`src/hw/cme_defines.svh`:
```
// Behaviour
// - Set-interrupt instruction and Interrupt order both set the interrupt request flop.
// - Control-out instruction loads the stack-top word into the control register.
// - Start-program runs only when channel idle; otherwise it is rejected.
// - Write-direct instruction loads the stack-top word into the counter/buffer.
// - Read-direct instruction returns counter/buffer contents to stack top.
// - Test-status instruction returns the 16-bit status word to stack top.
// - Set-mask instruction is ignored; there is no mask flop.
// - Write order loads counter/buffer, or compares against it when control bit 11 set.
// - Read order sends counter/buffer contents to the channel for memory.
// - End order returns status, ends the program, interrupts when order bit 4 set.
// - Sense order supplies the status word for storage in memory.
// - Jump taken if order bit 4 and command bit 2, or control bit 4 clear.
// - Control order stores address word in control register, ignores command word.
// - Control bit 0 resets logic, control and buffer; clear interface if channel busy.
// - Control bit 1 written as 1 clears the interrupt request flop.
// - Control bit 2 sets jump flop; conditional Jump then gets jump met.
// - Control bit 3 forces Device End at start of every data transfer.
// - Control bit 4 withholds Channel Acknowledge after the current Control order.
// - Control bit 5 withholds Channel Service Request from later orders.
// - I/O Reset clears the counter/buffer and the control word to zero.
`ifndef CME_DEFINES_SVH
`define CME_DEFINES_SVH
`define CME_W          16
`define CME_ZERO       16'h0000
`define CME_C_MRST     0
`define CME_C_RINT     1
`define CME_C_JUMP     2
`define CME_C_DEVEND   3
`define CME_C_NOACK    4
`define CME_C_NOSR     5
`define CME_C_COMPARE  11
`define CME_O_BIT4     4
`define CME_CW_BIT2    2
`define CME_S_SIOOK    0
`define CME_S_RWOK     1
`define CME_S_IRQ      2
`define CME_S_IACT     3
`define CME_S_XERR     4
`define CME_S_IDLE     5
`define CME_S_DEVEND   6
`define CME_S_EOT      7
`define CME_S_INX      8
`define CME_S_OUTX     9
`define CME_S_NOCMP    11
`define CME_S_CLRIF    12
`endif

```
`src/hw/cme_pkg.sv`:
```
`include "cme_defines.svh"
package cme_pkg;
  typedef logic [`CME_W-1:0] cme_word_t;
  typedef enum logic [3:0] {
    CME_ORD_NONE, CME_ORD_CONTROL, CME_ORD_WRITE, CME_ORD_READ, CME_ORD_END,
    CME_ORD_INTR, CME_ORD_SENSE, CME_ORD_JUMP, CME_ORD_RESIDUE, CME_ORD_BANK
  } cme_order_t;
  typedef enum logic [2:0] {
    CME_DIO_NONE, CME_DIO_SIN, CME_DIO_CIO, CME_DIO_SIO,
    CME_DIO_WIO, CME_DIO_RIO, CME_DIO_TIO, CME_DIO_SET_MASK_INSTR
  } cme_dio_t;
  typedef enum {CME_ST_IDLE, CME_ST_RUN} cme_state_t;
endpackage

```
`src/hw/cme_buf2.sv`:
```
`include "cme_defines.svh"
module cme_buf2
  import cme_pkg::*;
(
  input  wire logic      mclk_in,
  input  wire logic      resetn_in,
  input  wire logic      flush_in,
  input  wire logic      in_valid_in,
  output logic           in_ready_out,
  input  wire cme_word_t in_data_in,
  output logic           out_valid_out,
  input  wire logic      out_ready_in,
  output cme_word_t      out_data_out
);
  cme_word_t mem [2];
  logic      wr_ptr;
  logic      rd_ptr;
  logic [1:0] count;
  logic      push;
  logic      pop;

  assign in_ready_out  = (count != 2'h2);
  assign out_valid_out = (count != 2'h0);
  assign push          = in_valid_in && in_ready_out;
  assign pop           = out_valid_out && out_ready_in;
  assign out_data_out  = mem[rd_ptr];

  always_ff @(posedge mclk_in or negedge resetn_in) begin
    if (!resetn_in) begin
      mem[0] <= `CME_ZERO;
      mem[1] <= `CME_ZERO;
    end else if (push) begin
      mem[wr_ptr] <= in_data_in;
    end
  end

  always_ff @(posedge mclk_in or negedge resetn_in) begin
    if (!resetn_in) begin
      wr_ptr <= 1'b0;
      rd_ptr <= 1'b0;
      count  <= 2'h0;
    end else if (flush_in) begin
      wr_ptr <= 1'b0;
      rd_ptr <= 1'b0;
      count  <= 2'h0;
    end else begin
      if (push) wr_ptr <= ~wr_ptr;
      if (pop) rd_ptr <= ~rd_ptr;
      count <= count + {1'b0, push} - {1'b0, pop};
    end
  end
endmodule

```
`src/hw/cme_top.sv`:
```
`include "cme_defines.svh"
module cme_top
  import cme_pkg::*;
(
  input  wire logic       mclk_in,
  input  wire logic       resetn_in,
  input  wire logic       io_reset_in,
  // Direct I/O from the processor
  input  wire logic       dio_strobe_in,
  input  wire cme_dio_t   dio_cmd_in,
  input  wire cme_word_t  stack_top_in,
  output cme_word_t       stack_top_out,
  output logic            dio_done_out,
  output logic            sio_reject_out,
  output logic            program_start_out,
  // Channel order interface
  input  wire logic       channel_idle_signal_in,
  input  wire logic       order_strobe_in,
  input  wire cme_order_t order_in,
  input  wire cme_word_t  order_command_word_in,
  input  wire cme_word_t  order_address_word_in,
  input  wire logic       xfer_error_in,
  input  wire logic       eot_in,
  output logic            channel_ack_out,
  output logic            jump_condition_met_out,
  output logic            program_end_out,
  output logic            device_end_out,
  output logic            clear_interface_request_out,
  output logic            compare_fail_out,
  // Write data words from the channel
  input  wire logic       wr_valid_in,
  output logic            wr_ready_out,
  input  wire cme_word_t  wr_data_in,
  // Read data and status words toward the channel
  output logic            rd_valid_out,
  input  wire logic       rd_ready_in,
  output cme_word_t       rd_data_out,
  output logic            service_request_out,
  output logic            irq_out
);
  cme_word_t  control;
  cme_word_t  counter_buf;
  cme_order_t xfer_order;
  cme_state_t state;
  logic       irq_flag;
  logic       jump_ff;
  logic       devend_ff;
  logic       clrif_ff;
  logic       nocmp_ff;
  logic       xerr_ff;
  logic       eot_ff;
  logic       in_xfer;
  logic       out_xfer;
  logic       push_valid;
  logic       push_ready;
  cme_word_t  push_data;
  logic       flush;
  cme_word_t  status;

  // Decoded strobes
  logic is_cio;
  logic is_sin;
  logic is_sio;
  logic is_wio;
  logic is_ctl_order;
  logic ctl_load;
  cme_word_t ctl_word;
  logic mreset;
  logic xfer_start;
  logic wr_take;

  function automatic logic dio_is(input logic stb, input cme_dio_t c, input cme_dio_t k);
    dio_is = stb && (c == k);
  endfunction

  function automatic logic ord_is(input logic stb, input cme_order_t o, input cme_order_t k);
    ord_is = stb && (o == k);
  endfunction

  assign is_cio       = dio_is(dio_strobe_in, dio_cmd_in, CME_DIO_CIO);
  assign is_sin       = dio_is(dio_strobe_in, dio_cmd_in, CME_DIO_SIN);
  assign is_sio       = dio_is(dio_strobe_in, dio_cmd_in, CME_DIO_SIO);
  assign is_wio       = dio_is(dio_strobe_in, dio_cmd_in, CME_DIO_WIO);
  assign is_ctl_order = ord_is(order_strobe_in, order_in, CME_ORD_CONTROL);
  assign ctl_load     = is_cio || is_ctl_order;
  // Command word of a Control order is deliberately unused
  assign ctl_word     = is_cio ? stack_top_in : order_address_word_in;
  assign mreset       = ctl_load && ctl_word[`CME_C_MRST];
  assign xfer_start   = ord_is(order_strobe_in, order_in, CME_ORD_WRITE) ||
                        ord_is(order_strobe_in, order_in, CME_ORD_READ);
  assign wr_take      = wr_valid_in && (xfer_order == CME_ORD_WRITE) && !devend_ff;
  assign wr_ready_out = (xfer_order == CME_ORD_WRITE) && !devend_ff;
  assign flush        = mreset || io_reset_in;

  always_comb begin
    status = `CME_ZERO;
    status[`CME_S_SIOOK]  = (state == CME_ST_IDLE) && channel_idle_signal_in;
    status[`CME_S_RWOK]   = 1'b1;
    status[`CME_S_IRQ]    = irq_flag;
    status[`CME_S_IACT]   = irq_flag;
    status[`CME_S_XERR]   = xerr_ff;
    status[`CME_S_IDLE]   = channel_idle_signal_in;
    status[`CME_S_DEVEND] = devend_ff;
    status[`CME_S_EOT]    = eot_ff;
    status[`CME_S_INX]    = in_xfer;
    status[`CME_S_OUTX]   = out_xfer;
    status[`CME_S_NOCMP]  = nocmp_ff;
    status[`CME_S_CLRIF]  = clrif_ff;
  end

  // Control register: I/O reset and master reset both clear it
  always_ff @(posedge mclk_in or negedge resetn_in) begin
    if (!resetn_in) begin
      control <= `CME_ZERO;
    end else if (io_reset_in || mreset) begin
      control <= `CME_ZERO;
    end else if (ctl_load) begin
      control <= ctl_word;
    end
  end

  // Counter/buffer
  always_ff @(posedge mclk_in or negedge resetn_in) begin
    if (!resetn_in) begin
      counter_buf <= `CME_ZERO;
    end else if (io_reset_in || mreset) begin
      counter_buf <= `CME_ZERO;
    end else if (is_wio) begin
      counter_buf <= stack_top_in;
    end else if (wr_take && !control[`CME_C_COMPARE]) begin
      counter_buf <= wr_data_in;
    end
  end

  // Interrupt request: a set in the same cycle as a clear wins
  always_ff @(posedge mclk_in or negedge resetn_in) begin
    if (!resetn_in) begin
      irq_flag <= 1'b0;
    end else if (is_sin || ord_is(order_strobe_in, order_in, CME_ORD_INTR) ||
                 (ord_is(order_strobe_in, order_in, CME_ORD_END) &&
                  order_command_word_in[`CME_O_BIT4])) begin
      irq_flag <= 1'b1;
    end else if (io_reset_in || mreset ||
                 (ctl_load && ctl_word[`CME_C_RINT])) begin
      irq_flag <= 1'b0;
    end
  end
  assign irq_out = irq_flag;

  // Jump flop stays set until a reset or a new control word clears bit 2
  always_ff @(posedge mclk_in or negedge resetn_in) begin
    if (!resetn_in) begin
      jump_ff <= 1'b0;
    end else if (io_reset_in || mreset) begin
      jump_ff <= 1'b0;
    end else if (ctl_load) begin
      jump_ff <= ctl_word[`CME_C_JUMP];
    end
  end

  // Program state and start handling; set-mask falls through untouched
  always_ff @(posedge mclk_in or negedge resetn_in) begin
    if (!resetn_in) begin
      state <= CME_ST_IDLE;
    end else if (io_reset_in || mreset) begin
      state <= CME_ST_IDLE;
    end else begin
      case (state)
        CME_ST_IDLE: if (is_sio && channel_idle_signal_in) state <= CME_ST_RUN;
        CME_ST_RUN:  if (ord_is(order_strobe_in, order_in, CME_ORD_END)) state <= CME_ST_IDLE;
        default:     state <= CME_ST_IDLE;
      endcase
    end
  end

  // Transfer tracking and sticky status; hardware set beats only the start-program clear
  always_ff @(posedge mclk_in or negedge resetn_in) begin
    if (!resetn_in) begin
      xfer_order <= CME_ORD_NONE;
      devend_ff  <= 1'b0;
      nocmp_ff   <= 1'b0;
      eot_ff     <= 1'b0;
      xerr_ff    <= 1'b0;
      clrif_ff   <= 1'b0;
      in_xfer    <= 1'b0;
      out_xfer   <= 1'b0;
    end else if (io_reset_in || (is_sio && channel_idle_signal_in)) begin
      // A flag event landing with the start-program clear still sets its flag
      xfer_order <= CME_ORD_NONE;
      devend_ff  <= 1'b0;
      nocmp_ff   <= !io_reset_in && wr_take && control[`CME_C_COMPARE] &&
                    (wr_data_in != counter_buf);
      eot_ff     <= !io_reset_in && eot_in;
      xerr_ff    <= !io_reset_in && xfer_error_in;
      clrif_ff   <= 1'b0;
      in_xfer    <= 1'b0;
      out_xfer   <= 1'b0;
    end else begin
      if (xfer_start) begin
        xfer_order <= order_in;
        devend_ff  <= control[`CME_C_DEVEND];
        nocmp_ff   <= 1'b0;
        eot_ff     <= 1'b0;
        in_xfer    <= (order_in == CME_ORD_READ);
        out_xfer   <= (order_in == CME_ORD_WRITE);
      end else begin
        if (eot_in) xfer_order <= CME_ORD_NONE;
        if (eot_in) eot_ff <= 1'b1;
        if (wr_take && control[`CME_C_COMPARE] && (wr_data_in != counter_buf))
          nocmp_ff <= 1'b1;
      end
      if (xfer_error_in) xerr_ff <= 1'b1;
      if (mreset && !channel_idle_signal_in) clrif_ff <= 1'b1;
    end
  end

  // Words toward the channel pass a two-entry buffer; a word offered while it is full is dropped
  always_comb begin
    push_valid = 1'b0;
    push_data  = counter_buf;
    if (ord_is(order_strobe_in, order_in, CME_ORD_END) ||
        ord_is(order_strobe_in, order_in, CME_ORD_SENSE)) begin
      push_valid = 1'b1;
      push_data  = status;
    end else if ((xfer_order == CME_ORD_READ) && !devend_ff && !xfer_start) begin
      push_valid = 1'b1;
      push_data  = counter_buf;
    end
  end

  cme_buf2 u_buf (
    .mclk_in       (mclk_in),
    .resetn_in     (resetn_in),
    .flush_in      (flush),
    .in_valid_in   (push_valid),
    .in_ready_out  (push_ready),
    .in_data_in    (push_data),
    .out_valid_out (rd_valid_out),
    .out_ready_in  (rd_ready_in),
    .out_data_out  (rd_data_out)
  );

  // Service request follows data readiness; control bit 5 withholds it
  assign service_request_out = !control[`CME_C_NOSR] &&
                               ((xfer_order == CME_ORD_READ && push_ready && !devend_ff) ||
                                wr_ready_out);

  // Registered answers toward the processor
  always_ff @(posedge mclk_in or negedge resetn_in) begin
    if (!resetn_in) begin
      dio_done_out      <= 1'b0;
      sio_reject_out    <= 1'b0;
      program_start_out <= 1'b0;
    end else begin
      dio_done_out      <= dio_strobe_in;
      sio_reject_out    <= is_sio && !channel_idle_signal_in;
      program_start_out <= is_sio && channel_idle_signal_in && (state == CME_ST_IDLE);
    end
  end

  // Stack-top answer holds until the next read-direct or test-status
  always_ff @(posedge mclk_in or negedge resetn_in) begin
    if (!resetn_in) begin
      stack_top_out <= `CME_ZERO;
    end else if (dio_is(dio_strobe_in, dio_cmd_in, CME_DIO_RIO)) begin
      stack_top_out <= counter_buf;
    end else if (dio_is(dio_strobe_in, dio_cmd_in, CME_DIO_TIO)) begin
      stack_top_out <= status;
    end
  end

  // Registered answers toward the channel
  always_ff @(posedge mclk_in or negedge resetn_in) begin
    if (!resetn_in) begin
      channel_ack_out        <= 1'b0;
      jump_condition_met_out <= 1'b0;
      program_end_out        <= 1'b0;
    end else begin
      // Ack withheld only for a Control order that sets bit 4 itself
      channel_ack_out <= order_strobe_in &&
                         !(is_ctl_order && ctl_word[`CME_C_NOACK]);
      jump_condition_met_out <= ord_is(order_strobe_in, order_in, CME_ORD_JUMP) &&
                                ((order_command_word_in[`CME_O_BIT4] &&
                                  order_command_word_in[`CME_CW_BIT2]) ||
                                 !control[`CME_C_NOACK] || jump_ff);
      program_end_out <= ord_is(order_strobe_in, order_in, CME_ORD_END);
    end
  end

  // Straight from their flops so the channel sees them one cycle after the cause
  assign device_end_out              = devend_ff && (xfer_order != CME_ORD_NONE);
  assign clear_interface_request_out = clrif_ff;

  always_ff @(posedge mclk_in or negedge resetn_in) begin
    if (!resetn_in) begin
      compare_fail_out <= 1'b0;
    end else begin
      compare_fail_out <= nocmp_ff;
    end
  end
endmodule
```
`config.mk`:
```
export PLATFORM = sky130hd
export DESIGN_NAME = cme_top
export DESIGN_NICKNAME = d
export VERILOG_FILES = /design/src/hw/cme_pkg.sv /design/src/hw/cme_buf2.sv /design/src/hw/cme_top.sv
export VERILOG_INCLUDE_DIRS = /design/src /design/src/hw
export SDC_FILE = /design/constraint.sdc
export NUM_CORES = 1
export LEC_CHECK = 0
export ABC_CLOCK_PERIOD_IN_PS = 2500
export BUFFER_PORTS_ARGS = -buffer_cell sky130_fd_sc_hd__buf_4
export CAP_MARGIN = 10
export CORE_ASPECT_RATIO = 1.2
export CORE_MARGIN = 3
export CORE_UTILIZATION = 40
export DETAILED_ROUTE_END_ITERATION = 8
export MAX_ROUTING_LAYER = met4
export PLACE_DENSITY = 0.65
export RECOVER_POWER = 25
export SLEW_MARGIN = 0
export SYNTH_ARGS = -nofsm -noshare
export SYNTH_HDL_FRONTEND = slang
export SYNTH_SLANG_ARGS = --single-unit
```
`constraint.sdc`:
```
create_clock -name mclk_in -period 2.5 [get_ports mclk_in]
set_input_delay 0.25 -clock mclk_in [delete_from_list [all_inputs] [get_ports mclk_in]]
set_output_delay 0.25 -clock mclk_in [all_outputs]
set_load 0.02 [all_outputs]
```
==> flow_metrics.tcl <==
set metrics [dict create \
    final.setup.worst_slack_ns 0.354 \
    ctsHtreeMaxLevel 3 \
    fin_cells 710 \
    final_core_utilization_pct 51.6 \
    fin_worst_hold_slack_ns 0.137 \
    die-height_um 126 \
    startpoint_type_of_the_worst_setup_path "flop" \
    port_buffers 102 \
    kind_of_capture_point_of_the_worst_setup_path "output pin" \
    pin_count 126 \
    m1WireLength_um 5460 \
    place_area_um2 5730 \
    cts-root-to-sink-buffers 2 \
    syn_to_final_growth_pct 25.2 \
    routed_len_inst_um 17.1 \
    syn_nets 528 \
    min-delay-path-class "input pin to flop" \
    tritoncts_num_sinks 93 \
    finalSetupViolCount 0 \
    relSlewSlack_pct -0.468 \
    detailedRoute.firstPassIterationCount 4 \
    timing.hold.worst_path_depth 2 \
    met2_wirelength_um 5940 \
    cts_made_buffers 9 \
    grt_pass1_vias 3731 \
    ant_nets 0 \
    die-area_um2 13300 \
    crit_path_cell_count 3 \
    place_inst 693 \
    post_cts_hold_buffer_count 1 \
    cts_resized 0 \
    tritoncts "done" \
    postSynthCellCount 445 \
    required_ns 2.25 \
    timing_max_transition_violations_final 27 \
    totalPowerFinal_mw 3.78 \
    crit_arrival_ns 1.90 \
    die_x_um 106 \
    final_hold_viol_count 0 \
    placeableCoreArea_um2 11600 \
    uppermost_signal_routing_layer_after_detailed_routing "met4" \
    post-cts-setup-buffers 0 \
    status "finished with violations" \
    grt_antenna_before_repair 0 \
    critPathMaxStageDelay_ns 0.60 \
    post-dp-hpwl_um 9300 \
    cellPowerDensity_nw_per_um2 631 \
    gp_routability_congestion 0.828 \
    violated_checks "capacitance limit, slew limit" \
    dr_wl_met3_um 401 \
    drt_wl_total_um 12100 \
    cts.clk_slew.worst_paths_ns 0.06 \
    grt_max_degree 42 \
    routed-via-count 3689 \
    critical_path.cell_chain "or4b_4, a211oi_1, buf_4" \
    cts_root_buffer "sky130_fd_sc_hd__clkbuf_16" \
    postLayoutCellArea_um2 6000 \
    timing.critical_path.fanout_max 6 \
    global_route.overflow_total 0 \
    timing.critical_path.max_delay_family "simple AND/OR/NAND/NOR gates" \
    worst_slew_pin_slew_ns 1.51 \
    post_syn_area_per_cell_um2 10.8 \
    synth-edff-count 0 \
    timing.setup.tns_ns 0 \
    drc_markers 0 \
    rsz_0062_raised_after_global_routing "no" \
    antenna_cells 0 \
    clk_latency_ns 0.34 \
    slowest_stage "sky130_fd_sc_hd__or4b_4" \
    post-route-min-period_ns 2.15 \
    dp_worst_setup_slack_ns 0.440 \
    crit_buf_inv 1 \
    finalNetCount 631 \
    ys_seq_area_share_pct 48.6 \
    static_leak_nw 2.89 \
    postSynthRegisterBits 93 \
    timing.max_cap.violations 1 \
    max_vdd_drop_uv 303 \
    fin_crit_sh_pct 85.8 \
    groute.usage.overall_pct 19.3 \
    synth.yosys.warnings 0 \
    filler_cell_count 1116 \
    floorplan.initialDensity_pct 41.2 \
    ys.flop_type "sky130_fd_sc_hd__dfrtp_1" \
    global_route_wire_length_before_repair_um 19400 \
    vias_per_cell 5.20 \
    drt_iter0_drc 174 \
    postSynth.asyncResetShare_pct 100 \
    ff2ff_path_depth 5 \
    drive_above_1_share_pct 36.7 \
    syn-cell-area_um2 4790 \
    row_count 43 \
    synth.lib_cells_used.distinct 56 \
    worst_clock_skew_ns 0.00388 \
    clock.fmax_mhz 466 \
    critPathKind "flop to output pin" \
]
-- power breakdown --
part | internal [mW] | leakage (nW) | switching [mW]
Clock | 0.679 | 0.136 | 0.596
Combinational | 0.378 | 1.49 | 0.399
Sequential | 1.61 | 1.27 | 0.119
Total | 2.67 | 2.89 | 1.11
-- cells by family after synthesis --
group                    after synthesis  synth area share (%)
AND/OR/NAND/NOR                      161                  16.6
flip-flops                            93                  48.6
AO/OA/AOI/OAI                         74                  14.1
multiplexers                          51                  11.9
buffers and inverters                 45                  4.88
XOR/XNOR                              19                  3.47
adder cells (fa/ha/maj)                2                 0.522
-- path summary, 6_finish.rpt --
path | start | to | slack (ns)
max in group asynchronous | resetn_in | u_buf.mem[21] | 0.61
min reg2reg | control[4] | jump_condition_met_out | 0.47
min | order_in[1] | program_end_out | 0.14
max reg2reg | devend_ff | u_buf.mem[14] | 0.44
min in group asynchronous | resetn_in | control[2] | 0.80
max | devend_ff | service_request_out | 0.35
-- cells in the mapped netlist, drive strengths merged (5+ instances only) --
cell type  instances  share of area, %
a21oi              9              0.94
a22o               5              0.91
a22oi              8               1.3
a311oi            22               6.4
and2               6              0.78
buf               14               2.5
clkbuf            12              0.94
dfrtp             93                49
inv               19               1.5
mux2              48                11
nand2             78               6.1
nor2              36               2.8
o21ai             16               1.7
xor2              17               3.1
-- cell usage in the layout, fill, tap and decap left out, types with 4 or more instances in the layout --
cell type / count
sky130_fd_sc_hd__nor4_1: 4
sky130_fd_sc_hd__clkbuf_16: 9
sky130_fd_sc_hd__a22oi_1: 8
sky130_fd_sc_hd__a21oi_1: 9
sky130_fd_sc_hd__and2_1: 6
sky130_fd_sc_hd__xor2_1: 17
sky130_fd_sc_hd__nor2b_1: 4
sky130_fd_sc_hd__clkbuf_1: 4
sky130_fd_sc_hd__inv_1: 19
sky130_fd_sc_hd__nand2_1: 78
sky130_fd_sc_hd__buf_4: 111
sky130_fd_sc_hd__nand4bb_1: 4
sky130_fd_sc_hd__mux2_2: 47
sky130_fd_sc_hd__a22o_1: 5
sky130_fd_sc_hd__a311oi_2: 18
sky130_fd_sc_hd__o21ai_0: 16
sky130_fd_sc_hd__a311oi_1: 4
sky130_fd_sc_hd__dfrtp_1: 93
sky130_fd_sc_hd__nor2_1: 36
-- sequential cells by signal, indices dropped and copies added (netlist names), 2 cells and up --
signal	cells
u_buf.mem	32
stack_top_out	16
control	5
u_buf.count	2
xfer_order	4
counter_buf	16
-- layer usage --
layer	global-route usage (%)	up-vias
li1	-	1770
met1	25.0	1818
met2	30.2	81
met3	2.97	20
met4	8.46	0
met5	-	-
-- cell type report --
class                           count  area, µm²  area share, %
Clock inverter                      7       48.8          0.814
Timing Repair Buffer              118        898           15.0
Tap cell                          157        196           3.28
Inverter                           19       71.3           1.19
Clock buffer                        9        225           3.76
Multi-Input combinational cell    307       2230           37.2
Sequential cell                    93       2330           38.8
(Power assumes the default switching activity.)
